<file path="src/hw/kwi_defines.svh">
// Register offsets, field positions, reset values and counts of the key unit
`ifndef KWI_DEFINES_SVH
`define KWI_DEFINES_SVH
`define KWI_ADR_CTRL 4'h0
`define KWI_ADR_PEN 4'h4
`define KWI_ADR_POL 4'h8
`define KWI_ADR_ISTAT 4'hC
`define KWI_BIT_MODE 0
`define KWI_BIT_IE 1
`define KWI_BIT_ACK 2
`define KWI_BIT_FLAG 3
`define KWI_RST_BYTE 8'h00
`define KWI_NPINS 8
`define KWI_PHYS_PINS 7
`endif

</file>
<file path="src/hw/kwi_pkg.sv">
// Types shared by the key unit modules
package kwi_pkg;
  typedef struct packed {
    logic detect_mode;
    logic irq_enable;
    logic [7:0] pin_enable;
    logic [7:0] polarity;
  } kwi_cfg_t;
  typedef enum logic [2:0] {
    KWI_RUN = 3'h1,
    KWI_LIGHT_STOP = 3'h2,
    KWI_DEEP_STOP = 3'h4
  } kwi_pmode_t;
endpackage : kwi_pkg

</file>
<file path="src/hw/kwi_detect.sv">
// Per-pin assertion and edge detection of the key unit
`timescale 1ns/1ns
module kwi_detect #(
  parameter int W = 8
) (
  input wire logic clk, // bus clock
  input wire logic rst_n, // async reset, active low
  input wire logic [W-1:0] pins, // synchronised pins
  input wire logic [W-1:0] pin_en, // per-pin enable
  input wire logic [W-1:0] pol, // per-pin polarity
  output logic edge_hit, // valid edge this cycle
  output logic any_asserted // some enabled pin asserted
);
  typedef struct packed {
    logic [W-1:0] prev;
    logic armed;
  } kwi_det_st_t;
  kwi_det_st_t st_q, st_d;
  logic [W-1:0] asrt;
  genvar g;
  generate
    for (g = 0; g < W; g++)
    begin : g_pin
      // Polarity 0 asserts on low, 1 on high
      assign asrt[g] = pin_en[g] & (pins[g] ~^ pol[g]);
    end
  endgenerate
  always_comb
  begin
    st_d.prev = asrt;
    st_d.armed = st_q.armed;
    // Re-armed only once every enabled pin is released
    if (asrt == '0)
      st_d.armed = 1'b1;
    else if (edge_hit)
      st_d.armed = 1'b0;
  end
  assign edge_hit = st_q.armed && |(asrt & ~st_q.prev);
  assign any_asserted = |asrt;
  always_ff @(posedge clk or negedge rst_n)
  begin
    if (!rst_n)
      st_q <= '0;
    else
      st_q <= st_d;
  end
endmodule : kwi_detect

</file>
<file path="src/hw/kwi_sync.sv">
// Two-stage synchroniser for the key pins
`timescale 1ns/1ns
module kwi_sync #(
  parameter int W = 8
) (
  input wire logic clk, // bus clock
  input wire logic rst_n, // async reset, active low
  input wire logic [W-1:0] d, // raw pins
  output logic [W-1:0] q // synchronised pins
);
  typedef struct packed {
    logic [W-1:0] s1;
    logic [W-1:0] s2;
  } kwi_sync_st_t;
  kwi_sync_st_t st_q, st_d;
  always_comb
  begin
    st_d.s1 = d;
    st_d.s2 = st_q.s1;
  end
  always_ff @(posedge clk or negedge rst_n)
  begin
    if (!rst_n)
      st_q <= '0;
    else
      st_q <= st_d;
  end
  assign q = st_q.s2;
endmodule : kwi_sync

</file>
<file path="src/hw/kwi_top.sv">
// Key interrupt unit with classic Wishbone register slave
//
// The address map and the Wishbone register port were left to the implementer.
`timescale 1ns/1ns
`include "kwi_defines.svh"
module kwi_top #(
  parameter int NPINS = `KWI_NPINS,
  parameter int PHYS = `KWI_PHYS_PINS
) (
  input wire logic ref_clk, // bus clock, 50 MHz
  input wire logic rst_n, // async reset, active low
  input wire logic [PHYS-1:0] key_input_pin, // key pins
  input wire logic light_stop_mode, // light stop active
  input wire logic deep_stop_mode, // deeper stop active
  input wire logic wb_cyc_i, // Wishbone cycle
  input wire logic wb_stb_i, // Wishbone strobe
  input wire logic wb_we_i, // Wishbone write
  input wire logic [3:0] wb_adr_i, // byte address
  input wire logic [3:0] wb_sel_i, // byte selects
  input wire logic [31:0] wb_dat_i, // write data
  output logic [31:0] wb_dat_o, // read data
  output logic wb_ack_o, // acknowledge
  output logic key_irq, // interrupt request, level
  output logic key_wake // wake request to power control
);
  typedef struct packed {
    kwi_pkg::kwi_cfg_t cfg;
    logic flag;
    logic ack;
    logic [31:0] rdata;
    logic [1:0] pend_f;
    logic [1:0] cfg_done;
  } kwi_st_t;

  ////////////////////////////////////////////////////////////////////////////
  kwi_st_t st_q, st_d;
  logic [1:0] rs_q;
  logic rs_clr_n;
  logic rst_sync_n;
  logic core_rst_n;
  logic [3:0] hit;
  logic [NPINS-1:0] pins_raw, pins_s;
  logic edge_hit, any_asserted;
  logic req, wr, rd;
  logic [7:0] ctrl_rd, wbyte;
  logic async_hit;
  logic [PHYS-1:0] async_asrt;

  // One-hot select of the mapped registers, for reads and writes alike
  function automatic logic [3:0] reg_hit(input logic [3:0] adr);
    logic [3:0] sel;
    sel = 4'h0;
    if (adr == `KWI_ADR_CTRL)
      sel = 4'h1;
    else if (adr == `KWI_ADR_PEN)
      sel = 4'h2;
    else if (adr == `KWI_ADR_POL)
      sel = 4'h4;
    else if (adr == `KWI_ADR_ISTAT)
      sel = 4'h8;
    return sel;
  endfunction : reg_hit

  // Unused slot sits at its deasserted level for either polarity
  assign pins_raw = {~st_q.cfg.polarity[NPINS-1:PHYS],
    key_input_pin};

  // Deeper stop clears at once; either release passes two flops
  assign rs_clr_n = rst_n & ~deep_stop_mode;
  always_ff @(posedge ref_clk or negedge rs_clr_n)
  begin
    if (!rs_clr_n)
      rs_q <= 2'h0;
    else
      rs_q <= {rs_q[0], 1'b1};
  end
  assign rst_sync_n = rs_q[1];
  assign core_rst_n = rst_sync_n;

  kwi_sync #(.W(NPINS)) u_sync (
    .clk(ref_clk),
    .rst_n(core_rst_n),
    .d(pins_raw),
    .q(pins_s)
  );

  kwi_detect #(.W(NPINS)) u_det (
    .clk(ref_clk),
    .rst_n(core_rst_n),
    .pins(pins_s),
    .pin_en(st_q.cfg.pin_enable),
    .pol(st_q.cfg.polarity),
    .edge_hit(edge_hit),
    .any_asserted(any_asserted)
  );

  ////////////////////////////////////////////////////////////////////////////
  // Light stop: raw combinational look at the pins, no clock needed
  assign async_asrt = key_input_pin
    ~^ st_q.cfg.polarity[PHYS-1:0];
  assign async_hit = light_stop_mode && st_q.cfg_done[0]
    && |(async_asrt & st_q.cfg.pin_enable[PHYS-1:0]);

  assign req = wb_cyc_i & wb_stb_i & ~st_q.ack;
  assign wr = req & wb_we_i & wb_sel_i[0];
  assign rd = req & ~wb_we_i;
  assign wbyte = wb_dat_i[7:0];
  assign hit = reg_hit(wb_adr_i);
  // Ack bit always reads 0; bits 7:4 unused
  assign ctrl_rd = {4'h0, st_q.flag, 1'b0, st_q.cfg.irq_enable,
    st_q.cfg.detect_mode};

  ////////////////////////////////////////////////////////////////////////////
  always_comb
  begin
    st_d = st_q;
    st_d.ack = req;
    st_d.rdata = 32'h0000_0000;
    // Wait and debug halt do not touch the detector: it runs on
    if (rd)
    begin
      if (hit[0])
        st_d.rdata = {24'h00_0000, ctrl_rd};
      else if (hit[1])
        st_d.rdata = {24'h00_0000, st_q.cfg.pin_enable};
      else if (hit[2])
        st_d.rdata = {24'h00_0000, st_q.cfg.polarity};
      else if (hit[3])
        st_d.rdata = {30'h0000_0000, st_q.pend_f};
      else
        st_d.rdata = 32'h0000_0000;
    end
    if (wr && hit[0])
    begin
      st_d.cfg.detect_mode = wbyte[`KWI_BIT_MODE];
      st_d.cfg.irq_enable = wbyte[`KWI_BIT_IE];
      // Level mode keeps flag while any enabled pin asserted
      if (wbyte[`KWI_BIT_ACK]
          && !(st_q.cfg.detect_mode && any_asserted))
        st_d.flag = 1'b0;
    end
    else if (wr && hit[1])
      st_d.cfg.pin_enable = wbyte;
    else if (wr && hit[2])
      st_d.cfg.polarity = wbyte;
    else if (wr && hit[3])
      st_d.pend_f = st_q.pend_f & ~wbyte[1:0];
    // Set wins over clear
    if (edge_hit || (st_q.cfg.detect_mode && any_asserted))
      st_d.flag = 1'b1;
    if (edge_hit)
      st_d.pend_f[0] = 1'b1;
    if (async_hit)
      st_d.pend_f[1] = 1'b1;
    // Configured before stop entry: latched while running
    st_d.cfg_done = {1'b0, |st_q.cfg.pin_enable};
  end

  always_ff @(posedge ref_clk or negedge core_rst_n)
  begin
    if (!core_rst_n)
    begin
      st_q.cfg <= '0;
      st_q.flag <= 1'b0;
      st_q.ack <= 1'b0;
      st_q.rdata <= 32'h0000_0000;
      st_q.pend_f <= 2'h0;
      st_q.cfg_done <= 2'h0;
    end
    else
    begin
      st_q.cfg <= st_d.cfg;
      st_q.flag <= st_d.flag;
      st_q.ack <= st_d.ack;
      st_q.rdata <= st_d.rdata;
      st_q.pend_f <= st_d.pend_f;
      if (!light_stop_mode)
        st_q.cfg_done <= st_d.cfg_done;
    end
  end

  assign wb_ack_o = st_q.ack;
  assign wb_dat_o = st_q.rdata;
  assign key_irq = st_q.flag & st_q.cfg.irq_enable;
  // Wake in wait or light stop while enabled
  assign key_wake = st_q.cfg.irq_enable
    & (st_q.flag | async_hit);
endmodule : kwi_top

</file>
<file path="config.mk">
export PLATFORM = sky130hd
export DESIGN_NAME = kwi_top
export DESIGN_NICKNAME = d
export VERILOG_FILES = /design/src/hw/kwi_pkg.sv /design/src/hw/kwi_detect.sv /design/src/hw/kwi_sync.sv /design/src/hw/kwi_top.sv
export VERILOG_INCLUDE_DIRS = /design/src /design/src/hw
export SDC_FILE = /design/constraint.sdc
export NUM_CORES = 1
export LEC_CHECK = 0
export BUFFER_PORTS_ARGS = -buffer_cell sky130_fd_sc_hd__buf_2
export CAP_MARGIN = 20
export CORE_UTILIZATION = 50
export DETAILED_ROUTE_END_ITERATION = 12
export GPL_ROUTABILITY_DRIVEN = 0
export GPL_TIMING_DRIVEN = 0
export PLACE_DENSITY = 0.88
export SYNTH_ARGS = -nofsm -noshare
export SYNTH_HDL_FRONTEND = slang
export SYNTH_HIERARCHICAL = 1
export SYNTH_SLANG_ARGS = --single-unit
</file>
<file path="constraint.sdc">
create_clock -name ref_clk -period 2 [get_ports ref_clk]
set_input_delay 0 -clock ref_clk [delete_from_list [all_inputs] [get_ports ref_clk]]
set_output_delay 0 -clock ref_clk [all_outputs]
set_load 0.01 [all_outputs]
</file>
==> flow_summary.json, run 1 <==
{
  "status": "completed",
  "synth_cells": 207,
  "die-width_um": 75.3,
  "cp_arrival_ps": 1880,
  "synthesized_area_per_cell_um2": 13.0,
  "drt-total-wl_mm": 5.27,
  "cts-buffers-inserted": 9,
  "met3_usage": 0.0661,
  "max_slew_margin": 0.609,
  "via_count_of_the_first_global_routing_pass": 1741,
  "clock_power_share": 0.354,
  "clk-insertion-delay-late_ps": 340,
  "tritoncts_clock_tree": "yes",
  "path_max_fanout": 4,
  "post_cts_hold_buffer_count": 20,
  "syn-cell-area_um2": 2690,
  "vdd_ir_drop_max_mv": 0.657,
  "endpoint_kind": "primary output",
  "floorplan.io_pins": 89,
  "pwr_density_cell_nw_per_um2": 771,
  "cts.repair.resized": 0,
  "top_usage_layer": "met2",
  "slew_violations": 0,
  "initial_core_util": 0.523,
  "worstSetupStartpointType": "flop",
  "highest_attainable_clock_frequency_mhz": 532,
  "synth_cell_types": 40,
  "worst-slew-pin-transition_ps": 587,
  "global_route.overflow_total": 0,
  "final.period_utilization": 0.940,
  "post_route_cells_drive_above_1_share": 0.389,
  "fin_area_um2": 3430,
  "dominantRegCellSynth": "sky130_fd_sc_hd__dfrtp_1",
  "h-tree-depth": 3,
  "dp_hpwl_mm": 3.60,
  "pwr-share-seq": 0.505,
  "final_core_util": 0.667,
  "grt_pass1_wl_mm": 8.38,
  "via_per_inst": 4.77,
  "worst_ep_required_time_ps": 2000,
  "post-layout-total-power_mw": 2.64,
  "area_delta_synth_final_pct": 27.6,
  "initialDrtViolationCount": 91,
  "fill_cells": 366,
  "finalHoldViolations": 0,
  "core_area_um2": 5140,
  "synth-edff-count": 0,
  "die_area_um2": 5670,
  "routedWlPerCell_um": 14.2,
  "grt_antenna_before_repair": 0,
  "synth_async_sr_flop_share": 1.00,
  "dr.pass1.iters": 4,
  "timing_worst_setup_path_type": "flop to primary output",
  "setup_repair_after_global_routing_missed_its_margin": "no",
  "cts_post_setup_buffers_inserted": 0,
  "drt_drc": 0,
  "max-clock-path-buffers": 2,
  "power.net_switching_uw": 676,
  "grt_start_max_net_pins": 31,
  "die_ht_um": 75.3,
  "grt_use_met1": 0.258,
  "path_clk_slew_ps": 60,
  "final-setup-viol-count": 0,
  "via_count": 1768,
  "cellLeakagePower_nw": 1.72,
  "netSwitchingFraction": 0.256,
  "clock-sinks": 58,
  "cts_root_buf": "sky130_fd_sc_hd__clkbuf_8",
  "overall_global_routing_resource_usage": 0.214,
  "synth.yosys.warnings": 6,
  "cell_internal_pwr_mw": 1.96,
  "seq_area_frac_synth": 0.540,
  "placed_area_um2": 3060,
  "combPwrFrac": 0.142,
  "nets": 351,
  "synth-seq-cells": 58,
  "timing.final.crit_period_ps": 1880,
  "groute.layer.met2.usage": 0.337,
  "antenna_cells": 0,
  "timing.hold.worst.class": "input pin to flop",
  "portBuffers": 35,
  "final_antenna_net_count": 0,
  "drv_cap": 0,
  "worst_clock_skew_ps": 5.15,
  "rows": 26
}
cell families after synthesis:
kind of cell              after synthesis  synth area share
DFF                                    58             0.540
buffers and inverters                  47             0.124
and+or+nand+nor                        40            0.0918
AOI/OAI and AO/OA                      24            0.0750
muxes                                  21             0.117
xor gates and xnor gates               15            0.0489
other                                   2           0.00280
metal layers:
layer / share of wire / up-vias
li1: - / 835
met5: 0 / -
met2: 0.50 / 74
met4: 0.030 / 0
met1: 0.40 / 844
met3: 0.064 / 15
critical path, cell delays in order (launching register included):
cell and delay, ps:
sky130_fd_sc_hd__dfrtp_1 440, sky130_fd_sc_hd__xnor2_1 150, sky130_fd_sc_hd__a222oi_1 400, sky130_fd_sc_hd__nand3_1 170
sky130_fd_sc_hd__a41o_1 250, sky130_fd_sc_hd__buf_2 130
cell type report:
| type | instances | area (um^2) | share of cell area |
|---|---|---|---|
| sequential | 58 | 1450 | 0.424 |
| multi-input combinational | 125 | 987 | 0.288 |
| timing repair buffer | 56 | 395 | 0.115 |
| buffer | 38 | 299 | 0.0873 |
| clock buffer | 12 | 155 | 0.0453 |
| tap | 70 | 87.6 | 0.0256 |
| inverter | 9 | 35.0 | 0.0102 |
| clock inverter | 3 | 15.0 | 0.00438 |
power by group through the flow:
stage                     clock network, mW  logic [mW]  registers [mW]
after floorplan                           0       0.245            1.34
final                                 0.934       0.374            1.33
after detailed placement                  0       0.337            1.35
after global routing                   1.00       0.409            1.35
after CTS                             0.943       0.368            1.33
after global placement                    0       0.312            1.35
registers in the layout (all words and copies together) (netlist names):
register,count
u_det/st_q,9
rs_q,2
wb_ack_o,1
wb_dat_o,8
ctrl_rd,3
u_sync/st_d,8
st_q,19
u_sync/q,8
cell usage in the layout (no fill, tap or decap), types with 3 or more instances in the layout:
master	synthesis	routed
sky130_fd_sc_hd__dfrtp_1	58	57
sky130_fd_sc_hd__buf_2	3	38
sky130_fd_sc_hd__buf_4	32	32
sky130_fd_sc_hd__conb_1	2	25
sky130_fd_sc_hd__dlygate4sd3_1	0	20
sky130_fd_sc_hd__xnor2_1	15	15
sky130_fd_sc_hd__mux2_4	15	15
sky130_fd_sc_hd__a22oi_1	11	11
sky130_fd_sc_hd__clkbuf_8	0	11
sky130_fd_sc_hd__nor2_1	8	8
sky130_fd_sc_hd__inv_1	7	7
sky130_fd_sc_hd__nand2_1	7	7
sky130_fd_sc_hd__nor2b_1	6	6
sky130_fd_sc_hd__and2_1	4	4
sky130_fd_sc_hd__nand3_1	3	3
sky130_fd_sc_hd__buf_12	2	3
sky130_fd_sc_hd__mux2_2	3	3
sky130_fd_sc_hd__nand4_1	3	3
sky130_fd_sc_hd__clkinv_2	0	3
synth_stat cells (3+ instances only):
library cell              instances  area, um^2
sky130_fd_sc_hd__mux2_2           3        33.8
sky130_fd_sc_hd__a22oi_1         11        82.6
sky130_fd_sc_hd__nand2_1          7        26.3
sky130_fd_sc_hd__inv_1            7        26.3
sky130_fd_sc_hd__buf_4           32         240
sky130_fd_sc_hd__xnor2_1         15         131
sky130_fd_sc_hd__nor2b_1          6        37.5
sky130_fd_sc_hd__dfrtp_1         58        1450
sky130_fd_sc_hd__nand4_1          3        18.8
sky130_fd_sc_hd__nand3_1          3        15.0
sky130_fd_sc_hd__and2_1           4        25.0
sky130_fd_sc_hd__mux2_4          15         225
sky130_fd_sc_hd__nor2_1           8        30.0
sky130_fd_sc_hd__buf_2            3        15.0
metrics by stage:
step | hold slack [ps] | std cells | setup TNS, ps | worst slack [ps]
after floorplan | -197 | 230 | 0 | 266
after global placement | -93.6 | 335 | -11430 | -206
after detailed placement | -83.6 | 336 | 0 | 237
after CTS | 31.6 | 371 | 0 | 98.6
after global routing | 45.2 | 371 | 0 | 35.7
final | 45.3 | 371 | 0 | 119
path summary, 6_finish.rpt:
kind | slack, ps | endpoint | cells after the start | from
min | 50 | st_q[3]$_DFFE_PN0P_ | 3 | wb_adr_i[3]
min reg2reg | 270 | wb_ack_o$_DFF_PN0_ | 0 | rs_q[1]$_DFF_PN0_
min in group asynchronous | 90 | rs_q[0]$_DFF_PN0_ | 3 | deep_stop_mode
max reg2reg | 240 | st_q[39]$_DFFE_PN0P_ | 5 | wb_ack_o$_DFF_PN0_
max in group asynchronous | 1180 | st_q[39]$_DFFE_PN0P_ | 1 | rs_q[1]$_DFF_PN0_
max | 120 | key_wake | 5 | st_q[41]$_DFFE_PN0P_
No activity file was read; power rests on OpenSTA's default activity.
==> run 2, diff against run 1 <==
--- a/config.mk
+++ b/config.mk
@@ -8,6 +8,7 @@
 export LEC_CHECK = 0
 export BUFFER_PORTS_ARGS = -buffer_cell sky130_fd_sc_hd__buf_2
 export CAP_MARGIN = 20
+export CORE_ASPECT_RATIO = 0.5
 export CORE_UTILIZATION = 50
 export DETAILED_ROUTE_END_ITERATION = 12
 export GPL_ROUTABILITY_DRIVEN = 0
==> run 2 against run 1 <==
Sequential power hardly changed. First-iteration DRC count grew 11%. Largest cell class unchanged. Cell count rose by 0.27%. Sequential share of layout area shrank 0.13 points. Wire length increased by 4.7%. Critical path depth is the same. Critical endpoint unchanged.
==> flow_summary.json, run 2 (synthesis results as in run 1) <==
{
  "status": "completed",
  "cellLeakagePower_nw": 1.73,
  "global_route.overflow_total": 0,
  "floorplan.io_pins": 89,
  "area_used_by_multi_input_combinational_logic_um2": 987,
  "worst-slew-pin-transition_ps": 532,
  "largestRegisters": "st_q x19, u_det/st_q x9",
  "cts-buffers-inserted": 9,
  "dp_hpwl_mm": 3.70,
  "crit_family": "compound AO/OA/AOI/OAI gates",
  "via_count_of_the_first_global_routing_pass": 1708,
  "cts_root_buf": "sky130_fd_sc_hd__clkbuf_8",
  "vdd_ir_drop_max_mv": 0.434,
  "pwr_density_cell_nw_per_um2": 784,
  "post-layout-total-power_mw": 2.70,
  "portBuffers": 35,
  "via_per_inst": 4.87,
  "grt_start_max_net_pins": 46,
  "grt_antenna_before_repair": 0,
  "area_delta_synth_final_pct": 28.1,
  "timing.final.crit_period_ps": 1940,
  "cpMaxStageDelayCell": "sky130_fd_sc_hd__dfrtp_2",
  "timing.critical_path.cells": "xnor2_1, a222oi_1, nand3_1, a41o_1, buf_2",
  "largest_register_ff_count": 19,
  "cp_num_buf_inv": 1,
  "drv_cap": 0,
  "worst_clock_skew_ps": 7.41,
  "overall_global_routing_resource_usage": 0.211,
  "fill_cells": 348,
  "max-clock-path-buffers": 2,
  "worst_ep_required_time_ps": 2000,
  "drt-total-wl_mm": 5.52,
  "area.sequential_um2": 1450,
  "die-width_um": 106,
  "registers.top_by_ff_count": "st_q",
  "timing_worst_setup_path_type": "flop to primary output",
  "clock-sinks": 58,
  "timing.hold.worst.class": "input pin to flop",
  "final-setup-viol-count": 0,
  "final_antenna_net_count": 0,
  "nets": 351,
  "most-common-layout-cells": "56 x sky130_fd_sc_hd__dfrtp_1, 38 x sky130_fd_sc_hd__buf_2, 32 x sky130_fd_sc_hd__buf_4",
  "via_count": 1811,
  "worstSetupStartpointType": "flop",
  "initialDrtViolationCount": 101,
  "max_slew_margin": 0.643,
  "routedWlPerCell_um": 14.8,
  "endpoint_kind": "primary output",
  "grt_pass1_wl_mm": 8.45,
  "tritoncts_clock_tree": "yes",
  "core_area_um2": 5040,
  "post_route_cells_drive_above_1_share": 0.391,
  "slew_violations": 0,
  "die_ht_um": 53.8,
  "path_max_fanout": 4,
  "fin_setup_tns_ps": 0,
  "critPathMaxStageDelay_ps": 450,
  "h-tree-depth": 3,
  "final.period_utilization": 0.972,
  "final_common_cell": "sky130_fd_sc_hd__dfrtp_1",
  "antenna_cells": 0,
  "clk-insertion-delay-late_ps": 340,
  "initial_core_util": 0.532,
  "rows": 18,
  "cp_arrival_ps": 1940,
  "finalHoldViolations": 0,
  "drt_drc": 0,
  "highest_attainable_clock_frequency_mhz": 514,
  "die_area_um2": 5690,
  "path_clk_slew_ps": 60,
  "dr.pass1.iters": 4
}
run 2: metal layers:
metal  routed length, um  global-route usage  vias up  part of all wire
met3                 522              0.0799        6             0.095
li1                    -                   -      832                 -
met5                   0                   0        -                 0
met2                2560               0.340       97              0.46
met4                  50              0.0602        0            0.0091
met1                2380               0.272      876              0.43
run 2: final cells by class:
cell class / instances / share of cell area
timing repair buffer: 56 / 0.115
clock buffer: 14 / 0.0502
tap: 70 / 0.0255
sequential: 58 / 0.423
multi-input combinational: 125 / 0.287
inverter: 9 / 0.0102
buffer: 38 / 0.0869
clock inverter: 2 / 0.00291
run 2: worst reg2reg max path, delay by kind of cell (launching register included):
kind	cells	cell delay [ps]
flops	1	370
buf+inv	1	140
simple gates	3	900
mux	1	300
run 2: through the flow:
stage / setup WS, ps / instance area, um^2 / hold WS (ps) / util / cells
2_1_floorplan: 266 / 2770 / -197 / - / 230
4_1_cts: 24.5 / 3440 / 24.1 / 0.682 / 372
3_3_place_gp: -213 / 3040 / -93.2 / 0.602 / 335
6_report: 55.6 / 3440 / 40.5 / 0.682 / 372
5_1_grt: -2.73 / 3440 / 49.2 / 0.682 / 372
3_5_place_dp: 189 / 3060 / -87.2 / 0.606 / 336
run 2: timing repair:
item	4_1_cts	5_1_grt
hold buffers	20	0
hold endpoints to repair	30	0
buffers inserted	0	0
endpoints found under the setup margin	0	1
gates resized for setup	0	1
run 2: final timing paths:
check | startpoint | to | slack, ps | cells after the start
max | st_q[41]$_DFFE_PN0P_ | key_wake | 60 | 5
min | wb_adr_i[0] | st_q[45]$_DFFE_PN0P_ | 40 | 4
max reg2reg | wb_ack_o$_DFF_PN0_ | st_q[52]$_DFFE_PN0P_ | 170 | 5
min reg2reg | rs_q[1]$_DFF_PN0_ | st_q[39]$_DFFE_PN0P_ | 140 | 0
max in group asynchronous | rst_n | rs_q[1]$_DFF_PN0_ | 1200 | 4
min in group asynchronous | deep_stop_mode | rs_q[0]$_DFF_PN0_ | 130 | 3
run 2: power by group:
group	leakage (nW)	internal, mW	switching (mW)
logic	0.891	0.209	0.179
clock network	0.0965	0.548	0.434
registers	0.739	1.25	0.0759
